===== config.mk =====
export PLATFORM = sky130hd
export DESIGN_NAME = cmsc_top
export DESIGN_NICKNAME = d
export VERILOG_FILES = /design/src/cmsc_sync.v /design/src/cmsc_term_window.v /design/src/cmsc_top.v
export VERILOG_INCLUDE_DIRS = /design/src /design/src/src
export SDC_FILE = /design/constraint.sdc
export NUM_CORES = 1
export LEC_CHECK = 0
export ABC_CLOCK_PERIOD_IN_PS = 5100
export BUFFER_PORTS_ARGS = -buffer_cell sky130_fd_sc_hd__buf_2
export CORE_MARGIN = 2
export CORE_UTILIZATION = 35
export CTS_BUF_LIST = sky130_fd_sc_hd__clkbuf_4
export CTS_CLUSTER_DIAMETER = 50
export DETAILED_ROUTE_END_ITERATION = 16
export GPL_TIMING_DRIVEN = 0
export HOLD_SLACK_MARGIN = 0.02
export PLACE_DENSITY = 0.63
export SETUP_SLACK_MARGIN = 0.4
export SYNTH_ARGS = -nofsm -noshare
export SYNTH_HDL_FRONTEND = slang
export SYNTH_SLANG_ARGS = --single-unit
export TNS_END_PERCENT = 5

===== constraint.sdc =====
create_clock -name aclk -period 5.1 [get_ports aclk]
set_input_delay 1.02 -clock aclk [delete_from_list [all_inputs] [get_ports aclk]]
set_output_delay 1.02 -clock aclk [all_outputs]
set_load 0.02 [all_outputs]

===== src/cmsc_map.vh =====
`ifndef CMSC_MAP_VH
`define CMSC_MAP_VH

// Clock rate in MHz
`define CMSC_CLK_MHZ 20

// Timing figures in ns, soft-start step in clock cycles
`define CMSC_TERM_WIN_NS 300000
`define CMSC_FULL_HOLD_NS 750000
`define CMSC_SOFT_STEP_CYCLES 2000

// Register byte offsets
`define CMSC_REG_CTRL 4'h0
`define CMSC_REG_STATUS 4'h4

// Control fields and reset value
`define CMSC_CTRL_EN_BIT 0
`define CMSC_CTRL_RESET 1'b1

// AXI responses
`define CMSC_RESP_OKAY 2'b00
`define CMSC_RESP_SLVERR 2'b10

// Decoded mode selections
`define CMSC_MODE_LOW 2'b00
`define CMSC_MODE_MID 2'b01
`define CMSC_MODE_HIGH 2'b10

// Current target levels
`define CMSC_LVL_PRE 2'b00
`define CMSC_LVL_20 2'b01
`define CMSC_LVL_60 2'b10
`define CMSC_LVL_100 2'b11

// Synchronised flag positions
`define CMSC_F_BELOW_LOW 0
`define CMSC_F_ABOVE_HIGH 1
`define CMSC_F_UVLO_OK 2
`define CMSC_F_OVP 3
`define CMSC_F_ABOVE_PRE 4
`define CMSC_F_BELOW_RECH 5
`define CMSC_F_ABOVE_TRANS 6
`define CMSC_F_OVER_CURR 7
`define CMSC_F_BELOW_TERM 8
`define CMSC_F_THERMAL 9
`define CMSC_FLAG_W 10

`endif


===== src/cmsc_sync.v =====
module cmsc_sync #(
  parameter WIDTH = 1
)(
  input wire aclk,
  input wire aresetn,
  input wire [WIDTH-1:0] async_in,
  output reg [WIDTH-1:0] sync_out
);
  // First stage is read by the second stage only
  reg [WIDTH-1:0] meta;

  always @(posedge aclk) begin
    if (!aresetn) begin
      meta <= {WIDTH{1'b0}};
      sync_out <= {WIDTH{1'b0}};
    end else begin
      meta <= async_in;
      sync_out <= meta;
    end
  end
endmodule


===== src/cmsc_term_window.v =====
module cmsc_term_window #(
  parameter CNT_W = 16,
  parameter [CNT_W-1:0] WIN_CYCLES = 16'd6000
)(
  input wire aclk,
  input wire aresetn,
  input wire run,
  input wire restart,
  input wire below_term,
  output reg term_done
);
  // Any load peak above the threshold restarts the window, so the peak of
  // the recent past has to stay below termination for the whole window
  reg [CNT_W-1:0] cnt;

  always @(posedge aclk) begin
    if (!aresetn) begin
      cnt <= {CNT_W{1'b0}};
      term_done <= 1'b0;
    end else if (!run || restart || !below_term) begin
      cnt <= {CNT_W{1'b0}};
      term_done <= 1'b0;
    end else if (cnt >= WIN_CYCLES - 1'b1) begin
      term_done <= 1'b1;
    end else begin
      cnt <= cnt + 1'b1;
    end
  end
endmodule


===== src/cmsc_top.v =====
// Notes on behaviour
// [RULE1] Low selection: charge, then float-charge as voltage regulator after termination.
// [RULE2] Mid selection: charge, then output off and monitor state at termination.
// [RULE3] High selection disables charging entirely.
// [RULE4] Recognised high is latched; float circuit off, input high impedance.
// [RULE5] Host pulls the input to mid or low to leave the latched high.
// [RULE6] Host GPIO drives 0 for low, 1 for high, input for mid.
// [RULE7] Leaving high for mid or low starts a new cycle, status asserted.
// [RULE8] Mid: cycle complete turns output off, releases status, enters monitor.
// [RULE9] Monitor: battery below recharge threshold starts automatic recharge.
// [RULE10] Monitor: low selection leaves monitor and float-charges, output on.
// [RULE11] Back to mid after forced low: charge to termination, then monitor.
// [RULE12] Host should hold low at least 1ms for a reliable forced recharge.
// [RULE13] Forced recharge never changes the status output.
// [RULE14] Forced recharge accepted any time without disturbing operation.
// [RULE15] Status pin only pulls low or is released, never driven high.
// [RULE16] Status asserted as charging begins with input valid, no overvoltage.
// [RULE17] Status released on termination, high selection or input removal.
// [RULE18] Battery already full: status still held asserted about 750us.
// [RULE19] Automatic recharge cycles leave status released.
// [RULE20] Current regulation until output passes the transition threshold.
// [RULE21] Transition threshold sits about 5mV above regulation voltage.
// [RULE22] Voltage regulation reverts to current when current exceeds 105 percent.
// [RULE23] Termination when current plus recent peak load stays below threshold.
// [RULE24] After precharge, soft-start steps 20, 60 then 100 percent.
// [RULE25] Overvoltage halts charging, releases status; restart asserts it again.
// [RULE26] Thermal limiting keeps all functions and the logical state.
// [RULE27] Mode input arrives as two comparator flags decoded to three ranges.
// [RULE28] Reset or no valid input: output off, status released, idle.
//
// The register offsets and the AXI4-Lite interface to the registers were left to the implementer.
`include "cmsc_map.vh"

module cmsc_top #(
  parameter ADDR_W = 4,
  parameter CNT_W = 16,
  parameter TERM_WIN_CYCLES = (`CMSC_TERM_WIN_NS * `CMSC_CLK_MHZ + 999) / 1000,
  parameter FULL_HOLD_CYCLES = (`CMSC_FULL_HOLD_NS * `CMSC_CLK_MHZ + 999) / 1000,
  parameter SOFT_STEP_CYCLES = `CMSC_SOFT_STEP_CYCLES
)(
  input wire aclk,
  input wire aresetn,
  input wire s_axi_awvalid,
  output reg s_axi_awready,
  input wire [ADDR_W-1:0] s_axi_awaddr,
  input wire [2:0] s_axi_awprot,
  input wire s_axi_wvalid,
  output reg s_axi_wready,
  input wire [31:0] s_axi_wdata,
  input wire [3:0] s_axi_wstrb,
  output reg s_axi_bvalid,
  input wire s_axi_bready,
  output reg [1:0] s_axi_bresp,
  input wire s_axi_arvalid,
  output reg s_axi_arready,
  input wire [ADDR_W-1:0] s_axi_araddr,
  input wire [2:0] s_axi_arprot,
  output reg s_axi_rvalid,
  input wire s_axi_rready,
  output reg [31:0] s_axi_rdata,
  output reg [1:0] s_axi_rresp,
  input wire mode_below_low,
  input wire mode_above_high,
  input wire input_uvlo_ok,
  input wire input_ovp,
  input wire bat_above_precharge,
  input wire bat_below_recharge,
  input wire vout_above_transition,
  input wire iout_over_margin,
  input wire iout_below_term,
  input wire thermal_limit,
  output reg charge_output_en,
  output reg cv_regulation,
  output reg [1:0] current_level,
  output reg mode_float_en,
  output reg mode_input_hiz,
  output reg charge_status_n_o,
  output reg charge_status_n_oe_n
);
  localparam ST_IDLE = 3'd0;
  localparam ST_PRE = 3'd1;
  localparam ST_FAST = 3'd2;
  localparam ST_FLOAT = 3'd3;
  localparam ST_MON = 3'd4;
  localparam ST_DIS = 3'd5;

  localparam [CNT_W-1:0] TERM_WIN = TERM_WIN_CYCLES[CNT_W-1:0];
  localparam [CNT_W-1:0] FULL_HOLD = FULL_HOLD_CYCLES[CNT_W-1:0];
  localparam [CNT_W-1:0] SOFT_STEP = SOFT_STEP_CYCLES[CNT_W-1:0];

  function [1:0] decode_mode;
    input below_low;
    input above_high;
    begin
      if (above_high) begin
        decode_mode = `CMSC_MODE_HIGH;
      end else if (below_low) begin
        decode_mode = `CMSC_MODE_LOW;
      end else begin
        decode_mode = `CMSC_MODE_MID;
      end
    end
  endfunction

  function [2:0] cycle_entry;
    input above_pre;
    begin
      cycle_entry = above_pre ? ST_FAST : ST_PRE;
    end
  endfunction

  wire [`CMSC_FLAG_W-1:0] flags_raw;
  wire [`CMSC_FLAG_W-1:0] flags;
  wire term_done;

  reg ctrl_en;
  reg [2:0] state;
  reg [2:0] next_state;
  reg stat_on;
  reg next_stat;
  reg start_cyc;
  reg term_evt;
  reg mode_hold_high;
  reg term_pending;
  reg [CNT_W-1:0] hold_cnt;
  reg [CNT_W-1:0] step_cnt;
  reg [1:0] mode_eff;
  reg input_ok;

  assign flags_raw = {thermal_limit, iout_below_term, iout_over_margin,
                      vout_above_transition, bat_below_recharge, bat_above_precharge,
                      input_ovp, input_uvlo_ok, mode_above_high, mode_below_low};

  // Comparator flags come from the analog side, so they are synchronised first
  cmsc_sync #(
    .WIDTH(`CMSC_FLAG_W)
  ) u_sync (
    .aclk(aclk),
    .aresetn(aresetn),
    .async_in(flags_raw),
    .sync_out(flags)
  );

  cmsc_term_window #(
    .CNT_W(CNT_W),
    .WIN_CYCLES(TERM_WIN)
  ) u_term (
    .aclk(aclk),
    .aresetn(aresetn),
    .run((state == ST_FAST) || (state == ST_FLOAT)),
    .restart(next_state != state),
    .below_term(flags[`CMSC_F_BELOW_TERM]),
    .term_done(term_done)
  );

  // Effective selection, with a recognised high latched until the pin drops
  always @* begin
    if (mode_hold_high) begin
      mode_eff = `CMSC_MODE_HIGH; // [RULE4]
    end else begin
      mode_eff = decode_mode(flags[`CMSC_F_BELOW_LOW], flags[`CMSC_F_ABOVE_HIGH]); // [RULE27]
    end
    input_ok = flags[`CMSC_F_UVLO_OK] && !flags[`CMSC_F_OVP] && ctrl_en;
  end

  always @* begin
    next_state = state;
    next_stat = stat_on;
    start_cyc = 1'b0;
    term_evt = 1'b0;
    if (!input_ok) begin
      next_state = ST_IDLE; // [RULE28] [RULE25]
      next_stat = 1'b0; // [RULE17]
    end else if (mode_eff == `CMSC_MODE_HIGH) begin
      next_state = ST_DIS; // [RULE3]
      next_stat = 1'b0; // [RULE17]
    end else begin
      case (state)
        ST_IDLE, ST_DIS: begin
          // Valid input or leaving the disable range opens a new cycle
          start_cyc = 1'b1; // [RULE7] [RULE16]
          next_stat = 1'b1; // [RULE16]
          next_state = cycle_entry(flags[`CMSC_F_ABOVE_PRE]);
        end
        ST_PRE: begin
          if (flags[`CMSC_F_ABOVE_PRE]) begin
            next_state = ST_FAST;
          end
        end
        ST_FAST: begin
          if (term_done) begin
            term_evt = 1'b1; // [RULE23]
            if (mode_eff == `CMSC_MODE_LOW) begin
              next_state = ST_FLOAT; // [RULE1] [RULE14]
            end else begin
              next_state = ST_MON; // [RULE2] [RULE8]
            end
          end
        end
        ST_FLOAT: begin
          // Forced float charging ends only at a fresh termination
          if (mode_eff == `CMSC_MODE_MID && term_done) begin
            next_state = ST_MON; // [RULE11] [RULE13]
          end
        end
        ST_MON: begin
          if (mode_eff == `CMSC_MODE_LOW) begin
            next_state = ST_FLOAT; // [RULE10] [RULE13]
          end else if (flags[`CMSC_F_BELOW_RECH]) begin
            next_state = cycle_entry(flags[`CMSC_F_ABOVE_PRE]); // [RULE9] [RULE19]
          end
        end
        default: begin
          next_state = ST_IDLE;
        end
      endcase
      // Release after termination waits out the full-battery hold
      if ((term_pending || term_evt) && hold_cnt == {CNT_W{1'b0}} && !start_cyc) begin
        next_stat = 1'b0; // [RULE17] [RULE18]
      end
    end
  end

  always @(posedge aclk) begin
    if (!aresetn) begin
      state <= ST_IDLE;
      stat_on <= 1'b0;
      mode_hold_high <= 1'b0;
      term_pending <= 1'b0;
      hold_cnt <= {CNT_W{1'b0}};
    end else begin
      state <= next_state;
      stat_on <= next_stat;
      if (flags[`CMSC_F_ABOVE_HIGH]) begin
        mode_hold_high <= 1'b1; // [RULE4]
      end else begin
        mode_hold_high <= 1'b0; // [RULE5]
      end
      if (start_cyc) begin
        hold_cnt <= FULL_HOLD - 1'b1; // [RULE18]
      end else if (hold_cnt != {CNT_W{1'b0}}) begin
        hold_cnt <= hold_cnt - 1'b1;
      end
      if (start_cyc || !next_stat) begin
        term_pending <= 1'b0;
      end else if (term_evt) begin
        term_pending <= 1'b1;
      end
    end
  end

  // Regulation mode and soft-start; thermal limiting touches neither
  always @(posedge aclk) begin
    if (!aresetn) begin
      cv_regulation <= 1'b0;
      current_level <= `CMSC_LVL_PRE;
      step_cnt <= {CNT_W{1'b0}};
    end else if (next_state == ST_FAST || next_state == ST_FLOAT) begin // [RULE26]
      if (!cv_regulation && flags[`CMSC_F_ABOVE_TRANS]) begin
        cv_regulation <= 1'b1; // [RULE20] [RULE21]
      end else if (cv_regulation && flags[`CMSC_F_OVER_CURR]) begin
        cv_regulation <= 1'b0; // [RULE22]
      end
      if (state != ST_FAST && state != ST_FLOAT) begin
        current_level <= `CMSC_LVL_20; // [RULE24]
        step_cnt <= {CNT_W{1'b0}};
      end else if (current_level != `CMSC_LVL_100) begin
        if (step_cnt >= SOFT_STEP - 1'b1) begin
          step_cnt <= {CNT_W{1'b0}};
          current_level <= current_level + 1'b1; // [RULE24]
        end else begin
          step_cnt <= step_cnt + 1'b1;
        end
      end
    end else begin
      cv_regulation <= 1'b0;
      current_level <= `CMSC_LVL_PRE;
      step_cnt <= {CNT_W{1'b0}};
    end
  end

  // Pin-facing outputs, all registered
  always @(posedge aclk) begin
    if (!aresetn) begin
      charge_output_en <= 1'b0;
      mode_float_en <= 1'b1;
      mode_input_hiz <= 1'b0;
      charge_status_n_o <= 1'b0;
      charge_status_n_oe_n <= 1'b1;
    end else begin
      charge_output_en <= (next_state == ST_PRE) || (next_state == ST_FAST) ||
                          (next_state == ST_FLOAT); // [RULE1] [RULE2] [RULE10]
      mode_float_en <= !flags[`CMSC_F_ABOVE_HIGH]; // [RULE4]
      mode_input_hiz <= flags[`CMSC_F_ABOVE_HIGH]; // [RULE4]
      // Data stays low so the pin can only sink, never source
      charge_status_n_o <= 1'b0; // [RULE15]
      charge_status_n_oe_n <= !next_stat; // [RULE15]
    end
  end

  // AXI4-Lite slave: one write and one read in flight
  reg aw_have;
  reg w_have;
  reg [ADDR_W-1:0] aw_addr;
  reg [31:0] w_data;
  reg [3:0] w_strb;
  wire aw_take = s_axi_awvalid && s_axi_awready;
  wire w_take = s_axi_wvalid && s_axi_wready;
  wire b_done = s_axi_bvalid && s_axi_bready;
  wire do_write = aw_have && w_have && !s_axi_bvalid;
  wire next_aw_have = (aw_have || aw_take) && !b_done;
  wire next_w_have = (w_have || w_take) && !b_done;
  wire next_bvalid = do_write || (s_axi_bvalid && !s_axi_bready);
  wire ar_take = s_axi_arvalid && s_axi_arready;
  wire next_rvalid = ar_take || (s_axi_rvalid && !s_axi_rready);
  wire [31:0] status_word = {20'h00000, flags[`CMSC_F_THERMAL], input_ok, term_pending,
                             stat_on, cv_regulation, current_level, mode_eff, state};

  always @(posedge aclk) begin
    if (!aresetn) begin
      aw_have <= 1'b0;
      w_have <= 1'b0;
      aw_addr <= {ADDR_W{1'b0}};
      w_data <= 32'h00000000;
      w_strb <= 4'h0;
      s_axi_awready <= 1'b0;
      s_axi_wready <= 1'b0;
      s_axi_bvalid <= 1'b0;
      s_axi_bresp <= `CMSC_RESP_OKAY;
      ctrl_en <= `CMSC_CTRL_RESET;
    end else begin
      aw_have <= next_aw_have;
      w_have <= next_w_have;
      if (aw_take) begin
        aw_addr <= s_axi_awaddr;
      end
      if (w_take) begin
        w_data <= s_axi_wdata;
        w_strb <= s_axi_wstrb;
      end
      s_axi_awready <= !next_aw_have && !next_bvalid;
      s_axi_wready <= !next_w_have && !next_bvalid;
      s_axi_bvalid <= next_bvalid;
      if (do_write) begin
        if (aw_addr == `CMSC_REG_CTRL) begin
          s_axi_bresp <= `CMSC_RESP_OKAY;
          if (w_strb[0]) begin
            ctrl_en <= w_data[`CMSC_CTRL_EN_BIT];
          end
        end else if (aw_addr == `CMSC_REG_STATUS) begin
          // Status is read-only; writes are accepted and dropped
          s_axi_bresp <= `CMSC_RESP_OKAY;
        end else begin
          s_axi_bresp <= `CMSC_RESP_SLVERR;
        end
      end
    end
  end

  always @(posedge aclk) begin
    if (!aresetn) begin
      s_axi_arready <= 1'b0;
      s_axi_rvalid <= 1'b0;
      s_axi_rdata <= 32'h00000000;
      s_axi_rresp <= `CMSC_RESP_OKAY;
    end else begin
      s_axi_arready <= !next_rvalid;
      s_axi_rvalid <= next_rvalid;
      if (ar_take) begin
        if (s_axi_araddr == `CMSC_REG_CTRL) begin
          s_axi_rdata <= {31'h00000000, ctrl_en};
          s_axi_rresp <= `CMSC_RESP_OKAY;
        end else if (s_axi_araddr == `CMSC_REG_STATUS) begin
          s_axi_rdata <= status_word;
          s_axi_rresp <= `CMSC_RESP_OKAY;
        end else begin
          s_axi_rdata <= 32'h00000000;
          s_axi_rresp <= `CMSC_RESP_SLVERR;
        end
      end
    end
  end
endmodule


* After elaboration in Yosys (flattened, before gate mapping)
Cells that the tools add are included. Widths: inputs -> output; s select.
Cells by class: add/sub/neg operators 4, order comparisons 2, equality and inequality tests 16, multiplexer cells 43, bitwise operators 2, reduce and logical (&&, ||, !) cells 66
Operator list (count):
- $add 16x1->16 const B | 2
- $mux 14 | 2
- $mux 12 | 2
- $mux 3 | 8
- $mux 1 | 22
- $logic_and 1x1->1 | 20
- $ge 16x11->1 const B | 1
- $ge 16x13->1 const B | 1
- $logic_not 16->1 | 1
- $mux 16 | 1
- $reduce_bool 16->1 | 1
- $sub 16x1->16 const B | 1
- $logic_not 1->1 | 15
- $pmux 3 s5 | 1
- $mux 2 | 7
- $eq 3x2->1 const B | 4
- $logic_or 1x1->1 | 12
- $eq 4x3->1 const B | 2
- $logic_not 4->1 | 2
- $reduce_bool 2->1 | 4
- $reduce_or 2->1 | 4
- $eq 3x1->1 const B | 2
- $eq 3x3->1 const B | 2
- $ne 3x2->1 const B | 2
- other kinds (11) | 14
Word-level totals: bits in registers 132, output and inout port bits 49

* Depth between registers and ports, before layout
depth after elaboration 15, mapped depth 8

* Modules after synthesis
From an unflattened synthesis, not the netlist that was laid out.
Second synthesis, totals: cell total of the unflattened synthesis 494, area total of the unflattened synthesis 4560.6 um^2
By module, submodules not included:
- cmsc_top | instances 1, cells an instance 370, area an instance 3235.6 um^2, sequential area each 1441.4 um^2
- cmsc_term_window | instances 1, cells an instance 82, area an instance 763.2 um^2, sequential area each 340.3 um^2
- cmsc_sync | instances 1, cells an instance 42, area an instance 561.8 um^2, sequential area each 400.4 um^2

* Least setup slack after synthesis
Ideal clock, no wire load.
path kind input-to-reg, start in aresetn, end reg step_cnt[10], setup time 0.064 ns, data arrival time 2.064 ns, setup slack 2.973 ns, stages on the path 6, buffers on the path 2, cell sequence clkbuf_1 o2111ai_1 nor2_1 nand2b_1 buf_4 nor2_1
On the way: longest elaborated chain between the ends 2
Ends and longest elaborated chain:
- start, declared | line cmsc_top.v:42 | input wire aresetn,
- $not 1->1 (no source line)
- $reduce_or 3->1 (no source line)
- end signal, assigned | line cmsc_top.v:257 | step_cnt <= {CNT_W{1'b0}};
- end signal, assigned | line cmsc_top.v:266 | step_cnt <= {CNT_W{1'b0}};
- end signal, assigned | line cmsc_top.v:269 | step_cnt <= {CNT_W{1'b0}};
- end, declared | line cmsc_top.v:126 | reg [CNT_W-1:0] step_cnt;
No other way between the ends. A chain may end at the register's enable or synchronous reset.

==> results.cfg <==
[global_routing]
track_usage = 0.1399
grt_pass1_wl_um = 15940
grt_max_degree = 19
antenna_found_initial = 0
grt_overflow = 0
grt_pass1_vias = 3379

[floorplan]
core_mm2 = 0.01314
die-area_mm2 = 0.01424
ios = 116
start_util = 0.3545
rows = 42
die_x_um = 119.4
chipHeight_um = 119.4

[sta]
tightest_slew_ps = 577.9
layout_min_cycle_time_ps = 2155
setup_viol = 0
timing.final.crit_share = 0.4225
fmax_mhz = 464.1
fin_setup_tns_ps = 0
rsz0062_at_grt = no
maxSlewHeadroom = 0.6148
hold_viol = 0
fin_worst_skew_ps = 16.72
drv_slew = 0

[clock_tree]
path_clk_slew_ps = 160
cts_htree_levels = 3
tritoncts = built
clk_latency_ps = 450
clockBufferDepth = 2
cts_setup_buffers = 0
cts_buffers = 9
ctsHoldBuffers = 0
post_cts_resized = 0
root_buffer = clkbuf_4
clock-sinks = 109

[worst_setup_path]
critPathKind = flop to output port
crit_family = flip-flops
worst-path-buf-inv = 1
crit_path_cell_trace = buf_2
reg2reg_from = step_cnt[0]$_SDFFE_PP0N_
r2r_slack_ps = 3150
timing.rr.end = step_cnt[10]$_SDFFE_PP0N_
cp-start-kind = flop
crit_slowest_cell = dfxtp_1
critPathMaxFanout = 6
rr_worst_depth = 7
max_stage_delay_ps = 470
end_kind = output port
crit_arrival_ps = 1130
critical_path_required_ps = 4080

[route]
routed_wl_um = 9620
ant_nets = 0
drc = 0
firstDrtPassIters = 4
vias = 3530
wl_per_cell_um = 12.71
drt_iter0_markers = 143
via_per_inst = 4.663

[pwr]
ir_drop_uv = 190.9
power_leakage_nw = 2.141
power-per-cell-area_mw_per_mm2 = 337.1

[min_path]
hold_start = u_sync.sync_out[7]$_SDFF_PN0_
hold_end = cv_regulation$_SDFFE_PN0P_
min_path_type = flop to flop
hold_depth = 1

[placement]
place_congestion = 0.8721
portBuffers = 51
hpwlAfterDp_um = 7150

[finish]
fillers = 1340
area.growth.synth_to_final_pct = 14.51
num-nets-final = 647
post-route-util = 0.4059
diodes = 0
drive_above_1_share = 0.1945

[yosys]
yosys_warnings = 0
syn_area_mm2 = 0.004657
ys.flop_type = dfxtp_1
synth_seq_area_share = 0.4686
ys_seq_elements = 109
avgSynthCellArea_um2 = 9.465
ys_types = 62
synth_edf_count = 0
synthArstFlopShare = 0
synthCells = 492

[outcome]
status = complete, no violations

[job]
cap_violations = 0
-- worst register-to-register path: stages (launching register included) --
cell and delay (ps):
dfxtp_1 410, ha_1 240, a311o_1 200, nand3_1 80
a31oi_1 360, nand2b_1 290, buf_4 220, nor2_1 60
-- layer usage --
layer | share of wire | vias up | track usage
met3 | 0.037 | 19 | 0.02969
met2 | 0.47 | 62 | 0.2295
met4 | 0.024 | 0 | 0.06103
li1 | - | 1811 | -
met1 | 0.47 | 1638 | 0.1776
met5 | 0 | - | 0
-- synthesized netlist by cell type, types with 6 or more instances --
master	count	area, um^2
nor3_1	10	50.05
o21ai_0	7	35.03
o21a_1	11	82.58
nor2b_1	20	125.1
inv_1	11	41.29
xor2_1	23	201.4
a22oi_1	10	75.07
and2_1	23	143.9
clkbuf_1	9	33.78
nand2_1	30	112.6
nand2b_1	7	43.79
nor2_1	58	217.7
a21oi_1	6	30.03
buf_4	25	187.7
dfxtp_1	109	2182
xnor2_1	14	122.6
nand3_1	21	105.1
a21boi_0	10	75.07
-- sequential cells by signal (all words and copies together) (netlist names), 2 cells and up --
signal	count
u_sync.meta	10
u_term.cnt	16
state	3
hold_cnt	16
s_axi_rdata	12
step_cnt	16
aw_addr	4
current_level	2
u_sync.sync_out	10
-- through the flow --
step           total power, mW  instance area (um^2)  setup slack (ps)  hold slack, ps  instances
2_1_floorplan            1.341                  4740              2973           392.8        514
3_3_place_gp             1.410                  5215              2468           403.4        741
4_1_cts                  1.819                  5333              2911           424.6        757
3_5_place_dp             1.424                  5215              2496           403.5        741
6_report                 1.798                  5333              2945           422.8        757
5_1_grt                  1.909                  5333              2819           433.1        757
-- placed cells by master, fill, tap and decap left out, types with 4 or more instances in the layout --
cell        n
buf_2      56
nand3_1    21
nand2_1    30
a211oi_1    4
nor2_1     58
clkbuf_1    9
nor3_1     10
buf_4      25
a21oi_1     6
nand4_1     4
dfxtp_1   109
and2_1     23
a22oi_1    10
o21a_1     11
nand2b_1    7
ha_1        4
o21ai_0     7
nor2b_1    20
xor2_1     23
nand3b_1    4
mux2i_1     5
conb_1     23
a21boi_0   10
clkbuf_4    9
xnor2_1    14
and4_1      5
nor4_2      5
a31oi_1     4
inv_1      11
and3_1      4
-- where the power goes --
| part | total (mW) | internal [mW] | switching (mW) |
|---|---|---|---|
| sequential | 0.993 | 0.914 | 0.0790 |
| combinational | 0.414 | 0.201 | 0.212 |
| clock | 0.392 | 0.104 | 0.288 |
-- cell type report --
class | count | area (um^2) | area share
Inverter | 11 | 41.29 | 0.007743
Clock inverter | 7 | 50.05 | 0.009385
Sequential cell | 109 | 2182 | 0.4092
Clock buffer | 9 | 67.56 | 0.01267
Timing Repair Buffer | 51 | 255.2 | 0.04786
Tap cell | 176 | 220.2 | 0.04130
Buffer | 40 | 257.7 | 0.04833
Multi-Input combinational cell | 354 | 2258 | 0.4235
-- worst max path at each step --
| stage | from | to | slack (ps) | cells past startpoint |
|---|---|---|---|---|
| 5_1_grt | mode_hold_high$_SDFF_PN0_ | mode_input_hiz | 2820 | 1 |
| 6_report | mode_hold_high$_SDFF_PN0_ | mode_input_hiz | 2950 | 1 |
| 2_1_floorplan | aresetn | step_cnt[10]$_SDFFE_PP0N_ | 2970 | 6 |
| 3_3_place_gp | aresetn | charge_status_n_oe_n$_SDFF_PN1_ | 2470 | 4 |
| 4_1_cts | s_axi_awready$_SDFF_PN0_ | s_axi_awready | 2910 | 1 |
| 3_5_place_dp | aresetn | charge_status_n_oe_n$_SDFF_PN1_ | 2500 | 4 |
-- logic make-up (layout without fill, tap and decap cells) --
logic type,count (synthesis),count (layout),synth area share
AO/OA/AOI/OAI,72,72,0.1158
flip-flops,109,109,0.4686
other,1,23,0.0008052
multiplexers,6,6,0.01317
XOR/XNOR,37,37,0.06959
AND/OR/NAND/NOR,212,212,0.2571
buffers and inverters,51,118,0.06421
adder cells (fa/ha/maj),4,4,0.01075
Power figures use the tool's default switching activity.
